==> config.mk <==
export PLATFORM = sky130hd
export DESIGN_NAME = data_rate_divider
export DESIGN_NICKNAME = d
export VERILOG_FILES = /design/src/core/rate_div_pkg.sv /design/src/core/symbol_strobe_gen.sv /design/src/core/data_rate_divider.sv
export SDC_FILE = /design/constraint.sdc
export NUM_CORES = 1
export LEC_CHECK = 0
export BUFFER_PORTS_ARGS = -buffer_cell sky130_fd_sc_hd__buf_2
export CAP_MARGIN = 20
export CORE_MARGIN = 3
export CORE_UTILIZATION = 25
export CTS_CLUSTER_SIZE = 24
export DETAILED_ROUTE_END_ITERATION = 16
export GPL_ROUTABILITY_DRIVEN = 0
export PLACE_DENSITY = 0.52
export SYNTH_ARGS = -nofsm -noshare
export SYNTH_HDL_FRONTEND = slang
export SYNTH_HIERARCHICAL = 1
export SYNTH_SLANG_ARGS = --single-unit
==> constraint.sdc <==
create_clock -name core_clk_i -period 7.6 [get_ports core_clk_i]
set_input_delay 0.38 -clock core_clk_i [delete_from_list [all_inputs] [get_ports core_clk_i]]
set_output_delay 0.38 -clock core_clk_i [all_outputs]
set_load 0.005 [all_outputs]
==> src/core/rate_div_pkg.sv <==
/*
 package for the data rate divider: register indices, field layout,
 reset values, preset tables and clock figures.
 assumes one core clock and an avalon-mm slave port with byte addresses.
*/
package rate_div_pkg;

    // core clock and master reference clock
    localparam int CORE_CLK_PERIOD_NS = 25;
    localparam int CORE_CLK_MHZ = 1000 / CORE_CLK_PERIOD_NS;
    localparam int MASTER_CLK_MHZ = 24;
    localparam int TX_PRESCALE = 10;

    localparam int ADDR_W = 8;
    localparam int DATA_W = 32;
    localparam int REG_W = 8;
    localparam int TX_DIV_W = 12;
    localparam int RX_DIV1_W = 12;
    localparam int RX_DIV2_W = 7;
    localparam int PERIOD_W = 19;
    localparam int ACC_W = 26;

    // register indices; byte address is four times the index
    localparam logic [5:0] BANK1_BASE = 6'h10;
    localparam logic [5:0] IDX_CLOCK_SETUP_TWO = 6'h03;
    localparam logic [5:0] IDX_RATE_CODE_SELECT = 6'h06;
    localparam logic [5:0] IDX_RATE_STATUS = 6'h08;
    localparam logic [5:0] IDX_TX_DIVIDER_HIGH = BANK1_BASE + 6'h02;
    localparam logic [5:0] IDX_TX_DIVIDER_LOW = BANK1_BASE + 6'h03;
    localparam logic [5:0] IDX_RX_FIRST_DIVIDER_HIGH = BANK1_BASE + 6'h04;
    localparam logic [5:0] IDX_RX_FIRST_DIVIDER_LOW = BANK1_BASE + 6'h05;
    localparam logic [5:0] IDX_RX_SECOND_DIVIDER = BANK1_BASE + 6'h06;

    // field positions
    localparam int LOW_RATE_EN_BIT = 0;
    localparam int TX_CODE_LSB = 0;
    localparam int RX_CODE_LSB = 4;
    localparam int CODE_W = 4;

    // reset values
    localparam logic [REG_W-1:0] CLOCK_SETUP_TWO_RST = 8'h00;
    localparam logic [REG_W-1:0] RATE_CODE_SELECT_RST = 8'h00;
    localparam logic [TX_DIV_W-1:0] TX_DIV_RST = 12'h7D0;
    localparam logic [RX_DIV1_W-1:0] RX_DIV1_RST = 12'h0A0;
    localparam logic [RX_DIV2_W-1:0] RX_DIV2_RST = 7'h7D;

    typedef struct packed {
        logic [TX_DIV_W-1:0] tx_div;
        logic [RX_DIV1_W-1:0] rx_div1;
        logic [RX_DIV2_W-1:0] rx_div2;
    } divider_cfg_type;

    typedef struct packed {
        logic hit;
        logic [TX_DIV_W-1:0] tx_div;
    } tx_preset_type;

    typedef struct packed {
        logic hit;
        logic [RX_DIV1_W-1:0] rx_div1;
        logic [RX_DIV2_W-1:0] rx_div2;
    } rx_preset_type;

    // codes 0..9: 1.2, 2.4, 4.8, 9.6, 10.0, 19.2, 30.0 (rx 15.0), 32.768, 50, 100 kbps
    function automatic tx_preset_type tx_preset(input logic [CODE_W-1:0] code);
        tx_preset_type p;
        p.hit = 1'b1;
        case (code)
            4'h0: p.tx_div = 12'd2000;
            4'h1: p.tx_div = 12'd1000;
            4'h2: p.tx_div = 12'd500;
            4'h3: p.tx_div = 12'd250;
            4'h4: p.tx_div = 12'd240;
            4'h5: p.tx_div = 12'd125;
            4'h6: p.tx_div = 12'd80;
            4'h7: p.tx_div = 12'd73;
            4'h8: p.tx_div = 12'd48;
            4'h9: p.tx_div = 12'd24;
            default: begin
                p.hit = 1'b0;
                p.tx_div = 12'h000;
            end
        endcase
        return p;
    endfunction

    function automatic rx_preset_type rx_preset(input logic [CODE_W-1:0] code);
        rx_preset_type p;
        p.hit = 1'b1;
        case (code)
            4'h0: begin p.rx_div1 = 12'd160; p.rx_div2 = 7'd125; end
            4'h1: begin p.rx_div1 = 12'd80; p.rx_div2 = 7'd125; end
            4'h2: begin p.rx_div1 = 12'd40; p.rx_div2 = 7'd125; end
            4'h3: begin p.rx_div1 = 12'd20; p.rx_div2 = 7'd125; end
            4'h4: begin p.rx_div1 = 12'd20; p.rx_div2 = 7'd120; end
            4'h5: begin p.rx_div1 = 12'd10; p.rx_div2 = 7'd125; end
            4'h6: begin p.rx_div1 = 12'd16; p.rx_div2 = 7'd100; end
            4'h7: begin p.rx_div1 = 12'd6; p.rx_div2 = 7'd122; end
            4'h8: begin p.rx_div1 = 12'd8; p.rx_div2 = 7'd60; end
            4'h9: begin p.rx_div1 = 12'd4; p.rx_div2 = 7'd60; end
            default: begin
                p.hit = 1'b0;
                p.rx_div1 = 12'h000;
                p.rx_div2 = 7'h00;
            end
        endcase
        return p;
    endfunction

endpackage

==> src/core/symbol_strobe_gen.sv <==
/*
 fractional symbol strobe generator: one core-clock pulse every
 period master-clock ticks on average.
 assumes period is stable except when restart pulses.
*/
`timescale 1ns/100ps
module symbol_strobe_gen (
    input wire logic core_clk_i,
    input wire logic sys_rst_i,
    input wire logic restart_i,
    input wire logic [rate_div_pkg::PERIOD_W-1:0] period_i,
    output logic strobe_o
);
    import rate_div_pkg::*;

    localparam logic [ACC_W-1:0] STEP = ACC_W'(MASTER_CLK_MHZ);
    localparam logic [ACC_W-1:0] SCALE = ACC_W'(CORE_CLK_MHZ);

    logic [ACC_W-1:0] acc_q;
    logic [ACC_W-1:0] acc_sum;
    logic [ACC_W-1:0] limit;

    // master ticks counted in units of core cycles, so the mean rate is exact
    assign acc_sum = acc_q + STEP;
    assign limit = ACC_W'(period_i) * SCALE;

    always_ff @(posedge core_clk_i or posedge sys_rst_i) begin
        if (sys_rst_i) begin
            acc_q <= '0;
            strobe_o <= 1'b0;
        end else if (restart_i || period_i == '0) begin
            acc_q <= '0;
            strobe_o <= 1'b0;
        end else if (acc_sum >= limit) begin
            acc_q <= acc_sum - limit;
            strobe_o <= 1'b1;
        end else begin
            acc_q <= acc_sum;
            strobe_o <= 1'b0;
        end
    end

endmodule // symbol_strobe_gen

==> src/core/data_rate_divider.sv <==
/*
 data rate divider: transmit and receive symbol strobes derived from the
 24 MHz master rate, divider registers, rate code presets, avalon-mm slave.
 assumes avalon-mm master holds each request until waitrequest is low.
*/
`timescale 1ns/100ps
module data_rate_divider (
    input wire logic core_clk_i,
    input wire logic sys_rst_i,
    input wire logic [rate_div_pkg::ADDR_W-1:0] avs_address_i,
    input wire logic avs_read_i,
    input wire logic avs_write_i,
    input wire logic [rate_div_pkg::DATA_W-1:0] avs_writedata_i,
    input wire logic [3:0] avs_byteenable_i,
    output logic [rate_div_pkg::DATA_W-1:0] avs_readdata_o,
    output logic avs_waitrequest_o,
    output logic tx_symbol_strobe_o,
    output logic rx_symbol_strobe_o
);
    import rate_div_pkg::*;

    logic [REG_W-1:0] clock_setup_two_q;
    logic [REG_W-1:0] rate_code_select_q;
    divider_cfg_type cfg_q;
    logic tx_restart_q;
    logic rx_restart_q;
    logic tx_toggle_q;
    logic rx_toggle_q;
    logic tx_strobe;
    logic rx_strobe;

    logic [5:0] index;
    logic wr_take;
    logic rd_take;
    logic lane0;
    logic [REG_W-1:0] wbyte;
    logic low_rate_en;
    tx_preset_type tx_p;
    rx_preset_type rx_p;
    logic [REG_W-1:0] rd_mux;
    logic [PERIOD_W-1:0] tx_period;
    logic [PERIOD_W-1:0] rx_period;

    assign index = avs_address_i[ADDR_W-1:2];
    // a write completes at the edge where waitrequest is seen low; a read is taken at the request edge
    assign wr_take = avs_write_i && !avs_waitrequest_o;
    assign rd_take = avs_read_i && avs_waitrequest_o;
    assign lane0 = avs_byteenable_i[0];
    assign wbyte = avs_writedata_i[REG_W-1:0];
    assign low_rate_en = clock_setup_two_q[LOW_RATE_EN_BIT];
    assign tx_p = tx_preset(wbyte[TX_CODE_LSB +: CODE_W]);
    assign rx_p = rx_preset(wbyte[RX_CODE_LSB +: CODE_W]);

    // bus handshake: one wait cycle, then a single acknowledge cycle
    always_ff @(posedge core_clk_i or posedge sys_rst_i) begin
        if (sys_rst_i) begin
            avs_waitrequest_o <= 1'b1;
        end else if ((avs_read_i || avs_write_i) && avs_waitrequest_o) begin
            avs_waitrequest_o <= 1'b0;
        end else begin
            avs_waitrequest_o <= 1'b1;
        end
    end

    always_comb begin
        rd_mux = '0;
        case (index)
            IDX_CLOCK_SETUP_TWO: rd_mux = clock_setup_two_q;
            IDX_RATE_CODE_SELECT: rd_mux = rate_code_select_q;
            IDX_RATE_STATUS: rd_mux = {5'h00, rx_toggle_q, tx_toggle_q, low_rate_en};
            IDX_TX_DIVIDER_HIGH: rd_mux = {4'h0, cfg_q.tx_div[TX_DIV_W-1:REG_W]};
            IDX_TX_DIVIDER_LOW: rd_mux = cfg_q.tx_div[REG_W-1:0];
            IDX_RX_FIRST_DIVIDER_HIGH: rd_mux = {4'h0, cfg_q.rx_div1[RX_DIV1_W-1:REG_W]};
            IDX_RX_FIRST_DIVIDER_LOW: rd_mux = cfg_q.rx_div1[REG_W-1:0];
            IDX_RX_SECOND_DIVIDER: rd_mux = {1'b0, cfg_q.rx_div2};
            default: rd_mux = '0;
        endcase
    end

    // read data registered at the request edge, valid while waitrequest is low
    always_ff @(posedge core_clk_i or posedge sys_rst_i) begin
        if (sys_rst_i) begin
            avs_readdata_o <= '0;
        end else if (rd_take) begin
            avs_readdata_o <= {{(DATA_W-REG_W){1'b0}}, rd_mux};
        end
    end

    always_ff @(posedge core_clk_i or posedge sys_rst_i) begin
        if (sys_rst_i) begin
            clock_setup_two_q <= CLOCK_SETUP_TWO_RST;
        end else if (wr_take && lane0 && index == IDX_CLOCK_SETUP_TWO) begin
            clock_setup_two_q <= wbyte;
        end
    end

    always_ff @(posedge core_clk_i or posedge sys_rst_i) begin
        if (sys_rst_i) begin
            rate_code_select_q <= RATE_CODE_SELECT_RST;
        end else if (wr_take && lane0 && index == IDX_RATE_CODE_SELECT) begin
            rate_code_select_q <= wbyte;
        end
    end

    // tx divider: direct writes, or preset on a code write in low-rate mode
    always_ff @(posedge core_clk_i or posedge sys_rst_i) begin
        if (sys_rst_i) begin
            cfg_q.tx_div <= TX_DIV_RST;
            tx_restart_q <= 1'b0;
        end else begin
            tx_restart_q <= 1'b0;
            if (wr_take && lane0) begin
                case (index)
                    IDX_TX_DIVIDER_HIGH: begin
                        cfg_q.tx_div[TX_DIV_W-1:REG_W] <= wbyte[TX_DIV_W-REG_W-1:0];
                        tx_restart_q <= 1'b1;
                    end
                    IDX_TX_DIVIDER_LOW: begin
                        cfg_q.tx_div[REG_W-1:0] <= wbyte;
                        tx_restart_q <= 1'b1;
                    end
                    IDX_RATE_CODE_SELECT: begin
                        if (low_rate_en && tx_p.hit) begin
                            cfg_q.tx_div <= tx_p.tx_div;
                            tx_restart_q <= 1'b1;
                        end
                    end
                    default: begin
                    end
                endcase
            end
        end
    end

    // rx dividers: a code write outside low-rate mode leaves them alone
    always_ff @(posedge core_clk_i or posedge sys_rst_i) begin
        if (sys_rst_i) begin
            cfg_q.rx_div1 <= RX_DIV1_RST;
            cfg_q.rx_div2 <= RX_DIV2_RST;
            rx_restart_q <= 1'b0;
        end else begin
            rx_restart_q <= 1'b0;
            if (wr_take && lane0) begin
                case (index)
                    IDX_RX_FIRST_DIVIDER_HIGH: begin
                        cfg_q.rx_div1[RX_DIV1_W-1:REG_W] <= wbyte[RX_DIV1_W-REG_W-1:0];
                        rx_restart_q <= 1'b1;
                    end
                    IDX_RX_FIRST_DIVIDER_LOW: begin
                        cfg_q.rx_div1[REG_W-1:0] <= wbyte;
                        rx_restart_q <= 1'b1;
                    end
                    IDX_RX_SECOND_DIVIDER: begin
                        cfg_q.rx_div2 <= wbyte[RX_DIV2_W-1:0];
                        rx_restart_q <= 1'b1;
                    end
                    IDX_RATE_CODE_SELECT: begin
                        if (low_rate_en && rx_p.hit) begin
                            cfg_q.rx_div1 <= rx_p.rx_div1;
                            cfg_q.rx_div2 <= rx_p.rx_div2;
                            rx_restart_q <= 1'b1;
                        end
                    end
                    default: begin
                    end
                endcase
            end
        end
    end

    // changing rates mid-frame glitches one symbol; software avoids it
    assign tx_period = PERIOD_W'(cfg_q.tx_div * TX_PRESCALE);
    // widen before the product: a 12-bit product would wrap for the slow presets
    assign rx_period = PERIOD_W'(cfg_q.rx_div1) * PERIOD_W'(cfg_q.rx_div2);

    symbol_strobe_gen tx_gen (
        .core_clk_i(core_clk_i),
        .sys_rst_i(sys_rst_i),
        .restart_i(tx_restart_q),
        .period_i(tx_period),
        .strobe_o(tx_strobe)
    );

    symbol_strobe_gen rx_gen (
        .core_clk_i(core_clk_i),
        .sys_rst_i(sys_rst_i),
        .restart_i(rx_restart_q),
        .period_i(rx_period),
        .strobe_o(rx_strobe)
    );

    always_ff @(posedge core_clk_i or posedge sys_rst_i) begin
        if (sys_rst_i) begin
            tx_symbol_strobe_o <= 1'b0;
            rx_symbol_strobe_o <= 1'b0;
        end else begin
            tx_symbol_strobe_o <= tx_strobe;
            rx_symbol_strobe_o <= rx_strobe;
        end
    end

    // status toggles let software see the chains running without polling pulses
    always_ff @(posedge core_clk_i or posedge sys_rst_i) begin
        if (sys_rst_i) begin
            tx_toggle_q <= 1'b0;
            rx_toggle_q <= 1'b0;
        end else begin
            tx_toggle_q <= tx_toggle_q ^ tx_strobe;
            rx_toggle_q <= rx_toggle_q ^ rx_strobe;
        end
    end

endmodule // data_rate_divider

==> results.json, run 1 <==
{
  "outcome": "finished, violations left",
  "failed_checks": "setup timing",
  "flow.area_growth_from_synthesis_pct": 18.1,
  "avgViaCountPerCell": 4.76,
  "synthesis.area_sq_um": 14000,
  "timing.critical_path.from_type": "flop",
  "postSynthCellCount": 1654,
  "yosys_register_bits": 110,
  "grt_setup_unrepaired": "true",
  "synthMostInstantiatedCell": "sky130_fd_sc_hd__ha_1",
  "clockBufferDepth": 2,
  "endpoint_type_of_the_worst_setup_path": "flop",
  "cts.sinks": 110,
  "fin_ws_ps": -24.5,
  "timing.critical_path.slowest_cell_delay_ps": 610,
  "core_region_area_sq_um": 55300,
  "yosys-top-cells-area": "sky130_fd_sc_hd__dfrtp_1, sky130_fd_sc_hd__ha_1, sky130_fd_sc_hd__fa_1",
  "synthesis.yosys.warnings": 6,
  "dr.first_iter.drc_count": 646,
  "fp.dieArea_sq_um": 59000,
  "hold_buffers": 0,
  "dpl_worst_slack_ps": -209,
  "routedWlPerCell_um": 14.6,
  "timing.rr.start": "cfg_q[5]$_DFFE_PP1P_",
  "leakagePower_uw": 0.00784,
  "ys_top_cells_by_count": "sky130_fd_sc_hd__ha_1, sky130_fd_sc_hd__nand2_1, sky130_fd_sc_hd__nor2_1",
  "insertion_delay_ps": 380,
  "layout-drive-gt1-share": 0.174,
  "max-cap-violations": 0,
  "layout_nets": 2043,
  "first_global_vias": 12045,
  "pwr_density_cell_nw_per_um2": 283,
  "core.rowCount": 86,
  "cp.arrival_ps": 7880,
  "cts-root-buf": "sky130_fd_sc_hd__clkbuf_16",
  "grt_pass1_wl_mm": 60.4,
  "dp_hpwl_mm": 29.9,
  "tritoncts.num_buffers": 9,
  "critPathLaunch": "cfg_q[5]$_DFFE_PP1P_",
  "timing.max_slew.rel_slack": 0.369,
  "grt_overflow": 0,
  "vdd_ir_drop_max_uv": 123,
  "detail-route-antenna-nets": 0,
  "wl_mm": 37.0,
  "port_buffers": 29,
  "synth_area_per_cell_sq_um": 8.48,
  "layoutNonFillerInstCount": 2524,
  "post-route-period-util": 1.00,
  "die_width_um": 243,
  "crit_path_frequent_cell": "sky130_fd_sc_hd__fa_1",
  "drtPass1Iterations": 5,
  "ys_seq_area_frac": 0.198,
  "vias": 12002,
  "hold_class": "in -> async",
  "start_util": 0.254,
  "drcViolationCount": 0,
  "r2r_setup_slack_ps": -20,
  "layout_min_cycle_time_ps": 7620,
  "placedCellCount": 2489,
  "worstPathMaxFanout": 7,
  "tightest_slew_ps": 945,
  "setup_violations": 10,
  "final-max-slew-violation-count": 0,
  "floorplan.io_pins": 83,
  "clock-skew-final_ps": 13.2,
  "synth-main-ff-cell": "sky130_fd_sc_hd__dfrtp_1",
  "fp.dieH_um": 243,
  "edff_count_synth": 0,
  "tritoncts": "yes",
  "final_hold_viol_count": 0,
  "asyncSetResetFlopFracSynth": 1.00,
  "antenna_found_initial": 2,
  "reg2reg_depth": 31,
  "required_ps": 7860,
  "worst-setup-path-type": "reg -> reg",
  "utilization": 0.299,
  "ys_types": 92,
  "yosys.area.top_type_share": 0.170,
  "ctsHtreeMaxLevel": 3,
  "global_route.usage.total": 0.124,
  "reg2reg_to": "rx_gen/acc_q[15]$_DFF_PP0_",
  "yosysTopAreaCell": "sky130_fd_sc_hd__dfrtp_1",
  "achievable-frequency_mhz": 131,
  "clock_transition_at_the_registers_of_the_reported_paths_ps": 80,
  "grt_max_degree": 39,
  "crit_path_top_delay_cell": "sky130_fd_sc_hd__dfstp_2"
}
[metal layers]
metal,global-route usage,vias to the layer above,part of all wire
li1,-,6105,-
met4,0.0297,2,0.014
met5,0,-,0.00049
met3,0.0189,24,0.034
met1,0.168,5689,0.50
met2,0.207,182,0.45
[cell usage in the layout, fill, tap and decap left out, drive strengths merged, types with 11 or more instances in the layout]
master / instances
o21ai: 71
and2: 63
a21oi: 124
o21a: 21
nor2b: 13
o211ai: 15
nand2b: 11
ha: 171
nor2: 126
mux2: 17
buf: 153
and3: 22
nand2: 142
dfrtp: 95
nand3: 33
nor4: 12
clkbuf: 12
mux2i: 35
fa: 54
a21o: 46
nor3: 29
a211oi: 20
xor2: 55
xnor2: 67
conb: 37
nand4: 25
a31oi: 14
inv: 111
dfstp: 15
[critical path, delay by kind of cell (launching register included)]
family | cells | cell delay, ps
AOI/OAI and AO/OA | 11 | 2340
and+or+nand+nor | 5 | 680
DFF | 1 | 610
muxes | 1 | 180
xor gates and xnor gates | 1 | 90
buffers and inverters | 5 | 520
adders and majority gates | 8 | 3060
[sequential cells by signal, summed over array words and instances (netlist names)]
register	cells
tx_gen/acc_q	23
avs_readdata_o	8
tx_symbol_strobe_o	1
avs_waitrequest_o	1
tx_gen/strobe_o	1
rx_gen/strobe_o	1
rate_code_select_q	8
rx_symbol_strobe_o	1
tx_restart_q	1
tx_toggle_q	1
clock_setup_two_q	8
rx_restart_q	1
rx_toggle_q	1
cfg_q	31
rx_gen/acc_q	23
[layout make-up]
class / instances / area [sq um]
Fill cell: 5938 / 38700
Multi-Input combinational cell: 1385 / 11000
Sequential cell: 110 / 2770
Timing Repair Buffer: 155 / 1190
Tap cell: 748 / 936
Inverter: 109 / 409
Clock buffer: 10 / 229
Clock inverter: 6 / 68.8
Antenna cell: 1 / 2.50
[metrics by stage]
step	setup TNS [ps]	area, sq um	hold slack [ps]	power, uW
5_1_grt	-9330	16600	129	5120
3_3_place_gp	-4930	15800	436	3940
6_report	-122	16600	85.3	4680
3_5_place_dp	-4020	15800	445	3990
2_1_floorplan	0	14400	372	3270
4_1_cts	-599	16200	92.9	4530
[power by group]
part / switching, uW / total (uW) / internal (uW)
Clock: 233 / 491 / 258
Combinational: 1810 / 3280 / 1470
Sequential: 149 / 908 / 759
Total: 2190 / 4680 / 2490
[repair_timing]
item / 4_1_cts / 5_1_grt
setup buffers: 3 / 12
setup endpoints to repair: 24 / 24
pin swaps: 15 / 61
gates cloned: 0 / 3
resized for setup: 22 / 48
[worst max path at each step]
stage	endpoint	slack [ps]
after floorplan	rx_gen/acc_q[10]$_DFF_PP0_	10
after global placement	rx_gen/acc_q[22]$_DFF_PP0_	-250
after detailed placement	rx_gen/acc_q[17]$_DFF_PP0_	-210
after CTS	rx_gen/acc_q[17]$_DFF_PP0_	-60
after global routing	rx_gen/acc_q[11]$_DFF_PP0_	-440
final	rx_gen/acc_q[15]$_DFF_PP0_	-20
[cells by family (layout without fill, tap and decap cells)]
family | after synthesis | in the layout | synth area share
xor gates and xnor gates | 122 | 122 | 0.0767
DFF | 110 | 110 | 0.198
and+or+nand+nor | 534 | 534 | 0.198
adders and majority gates | 225 | 225 | 0.230
AOI/OAI and AO/OA | 415 | 415 | 0.197
muxes | 52 | 52 | 0.0386
other | 1 | 38 | 0.000267
buffers and inverters | 195 | 280 | 0.0622
Power figures use the tool's default switching activity.
==> run 2, diff against run 1 <==
==> constraint.sdc (replaced) <==
create_clock -name core_clk_i -period 7.6 [get_ports core_clk_i]
set_input_delay 1.52 -clock core_clk_i [delete_from_list [all_inputs] [get_ports core_clk_i]]
set_output_delay 1.52 -clock core_clk_i [all_outputs]
set_load 0.005 [all_outputs]
==> run 2 against run 1 <==
  * The run still ends with setup timing left
  * First-iteration DRC count is 8.5% lower
  * Total power is 1.1% lower
  * Highest routed layer unchanged
  * Critical path type unchanged
  * Count of clock-buffer cells in the layout is 1 lower
  * Wire length is 0.82% higher
==> results.json, run 2 (synthesis gave the netlist of run 1 again) <==
{
  "internal-power_uw": 2410,
  "required_ps": 7860,
  "max_flop_register": "cfg_q",
  "tightest_slew_ps": 877,
  "final_hold_viol_count": 0,
  "global_route.usage.total": 0.127,
  "clockBufferDepth": 2,
  "endpoint_type_of_the_worst_setup_path": "flop",
  "timing.critical_path.from_type": "flop",
  "first_global_vias": 12186,
  "fp.dieH_um": 243,
  "grt_setup_unrepaired": "true",
  "clock_transition_at_the_registers_of_the_reported_paths_ps": 90,
  "grt_overflow": 0,
  "core_region_area_sq_um": 55300,
  "final_common_cell": "sky130_fd_sc_hd__ha_1",
  "routedWlPerCell_um": 14.7,
  "antenna_found_initial": 5,
  "layout_nets": 2055,
  "floorplan.io_pins": 83,
  "wl_mm": 37.3,
  "power_switching_share": 0.479,
  "total_area_of_multi_input_combinational_cells_sq_um": 11000,
  "post-route-period-util": 1.01,
  "timing.critical_path.slowest_cell_delay_ps": 620,
  "timing.max_slew.rel_slack": 0.415,
  "worst-setup-path-type": "reg -> reg",
  "detail-route-antenna-nets": 0,
  "cp.arrival_ps": 7920,
  "layout-drive-gt1-share": 0.176,
  "fin_ws_ps": -63.0,
  "cts.sinks": 110,
  "final-max-slew-violation-count": 0,
  "max-cap-violations": 0,
  "vdd_ir_drop_max_uv": 186,
  "final_design_area_no_fill_sq_um": 16600,
  "vias": 12083,
  "drtPass1Iterations": 6,
  "die_width_um": 243,
  "grt_max_degree": 60,
  "clock-skew-final_ps": 13.6,
  "layout.area.seq_sq_um": 2770,
  "grt_pass1_wl_mm": 62.1,
  "dp_hpwl_mm": 30.0,
  "tritoncts": "yes",
  "hold_buffers": 0,
  "worstPathMaxFanout": 22,
  "leakagePower_uw": 0.00791,
  "utilization": 0.301,
  "clock_power_share": 0.108,
  "placed_area_sq_um": 15900,
  "hold_class": "reg -> reg",
  "number_of_flip_flops_in_the_largest_register": 31,
  "layout_common_cells": "sky130_fd_sc_hd__ha_1, sky130_fd_sc_hd__nand2_1, sky130_fd_sc_hd__buf_4, sky130_fd_sc_hd__nor2_1, sky130_fd_sc_hd__a21oi_1",
  "drcViolationCount": 0,
  "largest_registers": "cfg_q x31, rx_gen/acc_q x23, tx_gen/acc_q x23",
  "port_buffers": 29,
  "pwr_density_cell_nw_per_um2": 279,
  "failed_checks": "setup timing",
  "fill_cells": 5860,
  "outcome": "finished, violations left",
  "cts-root-buf": "sky130_fd_sc_hd__clkbuf_16",
  "ctsHtreeMaxLevel": 3,
  "tritoncts.num_buffers": 9,
  "insertion_delay_ps": 390,
  "achievable-frequency_mhz": 130,
  "seq_power_share": 0.195,
  "setup_violations": 19,
  "pwr-share-comb": 0.696,
  "flow.area_growth_from_synthesis_pct": 18.5,
  "fp.dieArea_sq_um": 59000,
  "avgViaCountPerCell": 4.76,
  "start_util": 0.254,
  "core.rowCount": 86,
  "crit_path_frequent_cell": "sky130_fd_sc_hd__fa_1",
  "crit_path_top_delay_cell": "sky130_fd_sc_hd__dfstp_2",
  "dr.first_iter.drc_count": 591,
  "sw_power_uw": 2220,
  "layout_min_cycle_time_ps": 7660
}
run 2: power groups by stage:
stage	sequential [uW]	combinational (uW)	clock, uW
floorplan	875	2390	0
global placement	907	3030	0
detailed placement	915	3070	0
CTS	903	3180	518
global route	930	3600	535
finish	904	3220	502
run 2: per-stage QoR:
| stage | total power (uW) | std cells | TNS (ps) | worst slack, ps | hold slack [ps] |
|---|---|---|---|---|---|
| after floorplan | 3270 | 1690 | 0 | 12.5 | 372 |
| after global placement | 3940 | 2503 | -4840 | -260 | 420 |
| after detailed placement | 3990 | 2503 | -7610 | -381 | 420 |
| after CTS | 4600 | 2533 | -2590 | -158 | 439 |
| after global routing | 5060 | 2537 | -10080 | -489 | 447 |
| final | 4630 | 2537 | -709 | -63.0 | 423 |
run 2: final timing paths:
check	start	endpoint	slack (ps)	cells past startpoint
worst min register to register	rx_gen/strobe_o$_DFF_PP0_	rx_symbol_strobe_o$_DFF_PP0_	420	0
max in group asynchronous	sys_rst_i	rate_code_select_q[6]$_DFFE_PP0P_	5640	3
worst min-delay path	rx_gen/strobe_o$_DFF_PP0_	rx_symbol_strobe_o$_DFF_PP0_	420	0
worst max register to register	cfg_q[6]$_DFFE_PP1P_	rx_gen/acc_q[10]$_DFF_PP0_	-60	31
min in group asynchronous	sys_rst_i	rx_symbol_strobe_o$_DFF_PP0_	1000	2
worst max-delay path	cfg_q[6]$_DFFE_PP1P_	rx_gen/acc_q[10]$_DFF_PP0_	-60	31
run 2: layout make-up:
type / instances / share of cell area
well taps: 748 / 0.0563
repair buffers: 167 / 0.0737
clock buffers: 9 / 0.0135
flip-flops and latches: 110 / 0.167
multi-input cells: 1385 / 0.660
clock inverters: 7 / 0.00519
diodes: 2 / 0.000301
inverters: 109 / 0.0246
run 2: layer usage:
layer  vias to the layer above  GRT usage  wire length, um
met5                         -          0                7
met4                         2     0.0390              629
met3                        35     0.0159             1280
met2                       180      0.206            17000
met1                      5735      0.176            18400
li1                       6131          -                -
run 2: worst max-delay path: cells and delay by family (launching register included):
| kind | cells | cell delay [ps] |
|---|---|---|
| buf+inv | 5 | 520 |
| flops | 1 | 620 |
| fa+ha+maj | 8 | 3240 |
| mux | 1 | 220 |
| compound gates | 9 | 1800 |
| simple gates | 8 | 1110 |
run 2: timing repair:
item | CTS | global route
setup endpoints to repair | 24 | 24
endpoints found under the hold margin | 0 | 0
resized for setup | 51 | 11
cloned | 0 | 0
setup buffers | 14 | 2
pin swaps | 30 | 10
==> run 3, diff against run 2 <==
--- a/config.mk
+++ b/config.mk
@@ -13,6 +13,7 @@
 export DETAILED_ROUTE_END_ITERATION = 16
 export GPL_ROUTABILITY_DRIVEN = 0
 export PLACE_DENSITY = 0.52
+export RECOVER_POWER = 25
 export SYNTH_ARGS = -nofsm -noshare
 export SYNTH_HDL_FRONTEND = slang
 export SYNTH_HIERARCHICAL = 1
==> run 3 against run 2 <==
  * The flow finishes with violations (capacitance limit, slew limit, setup timing)
  * Combinational power about the same
  * Utilization hardly changed
  * Fmax unchanged
  * Cell count did not move
  * Count of clock-buffer cells in the layout is the same
  * Non-clock buffer count stayed put
  * Global-route usage is the same
  * Wire length about the same
  * Register-to-register slack about the same
  * Largest power group unchanged
  * Highest routed layer unchanged
==> results.json, run 3 (synthesis gave the netlist of run 1 again) <==
{
  "clock_transition_at_the_registers_of_the_reported_paths_ps": 90,
  "grt_overflow": 0,
  "insertion_delay_ps": 390,
  "tightest_slew_ps": 3280,
  "utilization": 0.300,
  "layout_common_cells": "sky130_fd_sc_hd__ha_1, sky130_fd_sc_hd__nand2_1, sky130_fd_sc_hd__buf_4, sky130_fd_sc_hd__nor2_1, sky130_fd_sc_hd__a21oi_1",
  "endpoint_type_of_the_worst_setup_path": "flop",
  "start_util": 0.254,
  "vdd_ir_drop_max_uv": 186,
  "detail-route-antenna-nets": 0,
  "vias": 12087,
  "drtPass1Iterations": 6,
  "cts.sinks": 110,
  "core.rowCount": 86,
  "max-cap-violations": 1,
  "worstHoldPathCells": 0,
  "leakagePower_uw": 0.00791,
  "r2r_setup_slack_ps": -60,
  "tritoncts.num_buffers": 9,
  "worstHoldStart": "rx_gen/strobe_o$_DFF_PP0_",
  "largest_registers": "cfg_q x31, rx_gen/acc_q x23, tx_gen/acc_q x23",
  "crit_path_top_delay_cell": "sky130_fd_sc_hd__dfstp_2",
  "timing.critical_path.slowest_cell_delay_ps": 620,
  "fp.dieArea_sq_um": 59000,
  "end_point_of_the_worst_hold_path": "rx_symbol_strobe_o$_DFF_PP0_",
  "grt_max_degree": 60,
  "final_hold_viol_count": 0,
  "ctsHtreeMaxLevel": 3,
  "dpl_worst_slack_ps": -381,
  "outcome": "finished, violations left",
  "clock-skew-final_ps": 13.6,
  "final_common_cell": "sky130_fd_sc_hd__ha_1",
  "dp_hpwl_mm": 30.0,
  "dr.first_iter.drc_count": 591,
  "core_region_area_sq_um": 55300,
  "first_global_vias": 12186,
  "grt_pass1_wl_mm": 62.1,
  "timing.max_slew.rel_slack": -1.19,
  "routedWlPerCell_um": 14.7,
  "timing.critical_path.from_type": "flop",
  "layout_min_cycle_time_ps": 7660,
  "fp.dieH_um": 243,
  "grt_setup_unrepaired": "true",
  "critPathLaunch": "cfg_q[6]$_DFFE_PP1P_",
  "final_design_area_no_fill_sq_um": 16600,
  "die_width_um": 243,
  "cts-root-buf": "sky130_fd_sc_hd__clkbuf_16",
  "achievable-frequency_mhz": 130,
  "hold_class": "reg -> reg",
  "port_buffers": 29,
  "final-max-slew-violation-count": 60,
  "number_of_flip_flops_in_the_largest_register": 31,
  "timing.rr.start": "cfg_q[6]$_DFFE_PP1P_",
  "placed_area_sq_um": 15900,
  "antenna_found_initial": 5,
  "cp.arrival_ps": 7920,
  "drcViolationCount": 0,
  "post-route-period-util": 1.01,
  "reg2reg_depth": 31,
  "fin_ws_ps": -63.0,
  "reg2reg_to": "rx_gen/acc_q[10]$_DFF_PP0_",
  "clockBufferDepth": 2,
  "worst-setup-path-type": "reg -> reg",
  "global_route.usage.total": 0.127,
  "wl_mm": 37.3,
  "crit_path_frequent_cell": "sky130_fd_sc_hd__fa_1",
  "layout_nets": 2055,
  "floorplan.io_pins": 83,
  "failed_checks": "capacitance limit, slew limit, setup timing",
  "required_ps": 7860,
  "pwr_density_cell_nw_per_um2": 279,
  "hold-worst-slack_ps": 423,
  "max_flop_register": "cfg_q",
  "avgViaCountPerCell": 4.76,
  "layout-drive-gt1-share": 0.174,
  "worstPathMaxFanout": 22,
  "setup_violations": 19,
  "flow.area_growth_from_synthesis_pct": 18.5,
  "tritoncts": "yes"
}
-- run 3: per-stage QoR --
step,total power (uW),instances,setup TNS [ps]
after floorplan,3270,1690,0
after global placement,3940,2503,-4840
after detailed placement,3990,2503,-7610
after CTS,4600,2533,-2590
after global routing,5060,2537,-10080
final,4630,2537,-709
-- run 3: what timing repair did --
item / in CTS / in global routing
hold buffers: 0 / 0
buffers inserted: 14 / 2
setup endpoints to repair: 24 / 24
pin swaps: 30 / 10
resized for setup: 51 / 11
-- run 3: area by class of cell --
type / count / area, sq um
multi-input combinational: 1385 / 11000
inverter: 109 / 409
fill: 5862 / 38700
clock inverter: 7 / 86.3
sequential: 110 / 2770
timing repair buffer: 167 / 1220
tap: 748 / 936
antenna: 2 / 5.00
clock buffer: 9 / 225
-- run 3: critical path: cells and delay by family (launching register included) --
kind | cells | cell delay (ps)
buffers and inverters | 5 | 520
DFF | 1 | 620
AOI/OAI and AO/OA | 9 | 1800
and+or+nand+nor | 8 | 1110
muxes | 1 | 220
adders and majority gates | 8 | 3240
-- run 3: metal layers --
metal,vias to the layer above,part of all wire,GRT usage
met3,35,0.035,0.0159
met2,181,0.45,0.206
li1,6131,-,-
met4,2,0.017,0.0390
met1,5738,0.49,0.176
met5,-,0.00019,0
-- run 3: how the worst max path moves through the flow --
stage / end / slack [ps] / depth (start not counted)
2_1_floorplan: rx_gen/acc_q[10]$_DFF_PP0_ / 10 / 35
5_1_grt: rx_gen/acc_q[11]$_DFF_PP0_ / -490 / 34
3_3_place_gp: rx_gen/acc_q[22]$_DFF_PP0_ / -260 / 30
6_report: rx_gen/acc_q[10]$_DFF_PP0_ / -60 / 31
4_1_cts: rx_gen/acc_q[10]$_DFF_PP0_ / -160 / 31
3_5_place_dp: rx_gen/acc_q[23]$_DFF_PP0_ / -380 / 31
-- run 3: report_power, final --
group | switching, uW | internal [uW]
sequential | 146 | 758
clock | 266 | 236
combinational | 1810 | 1420
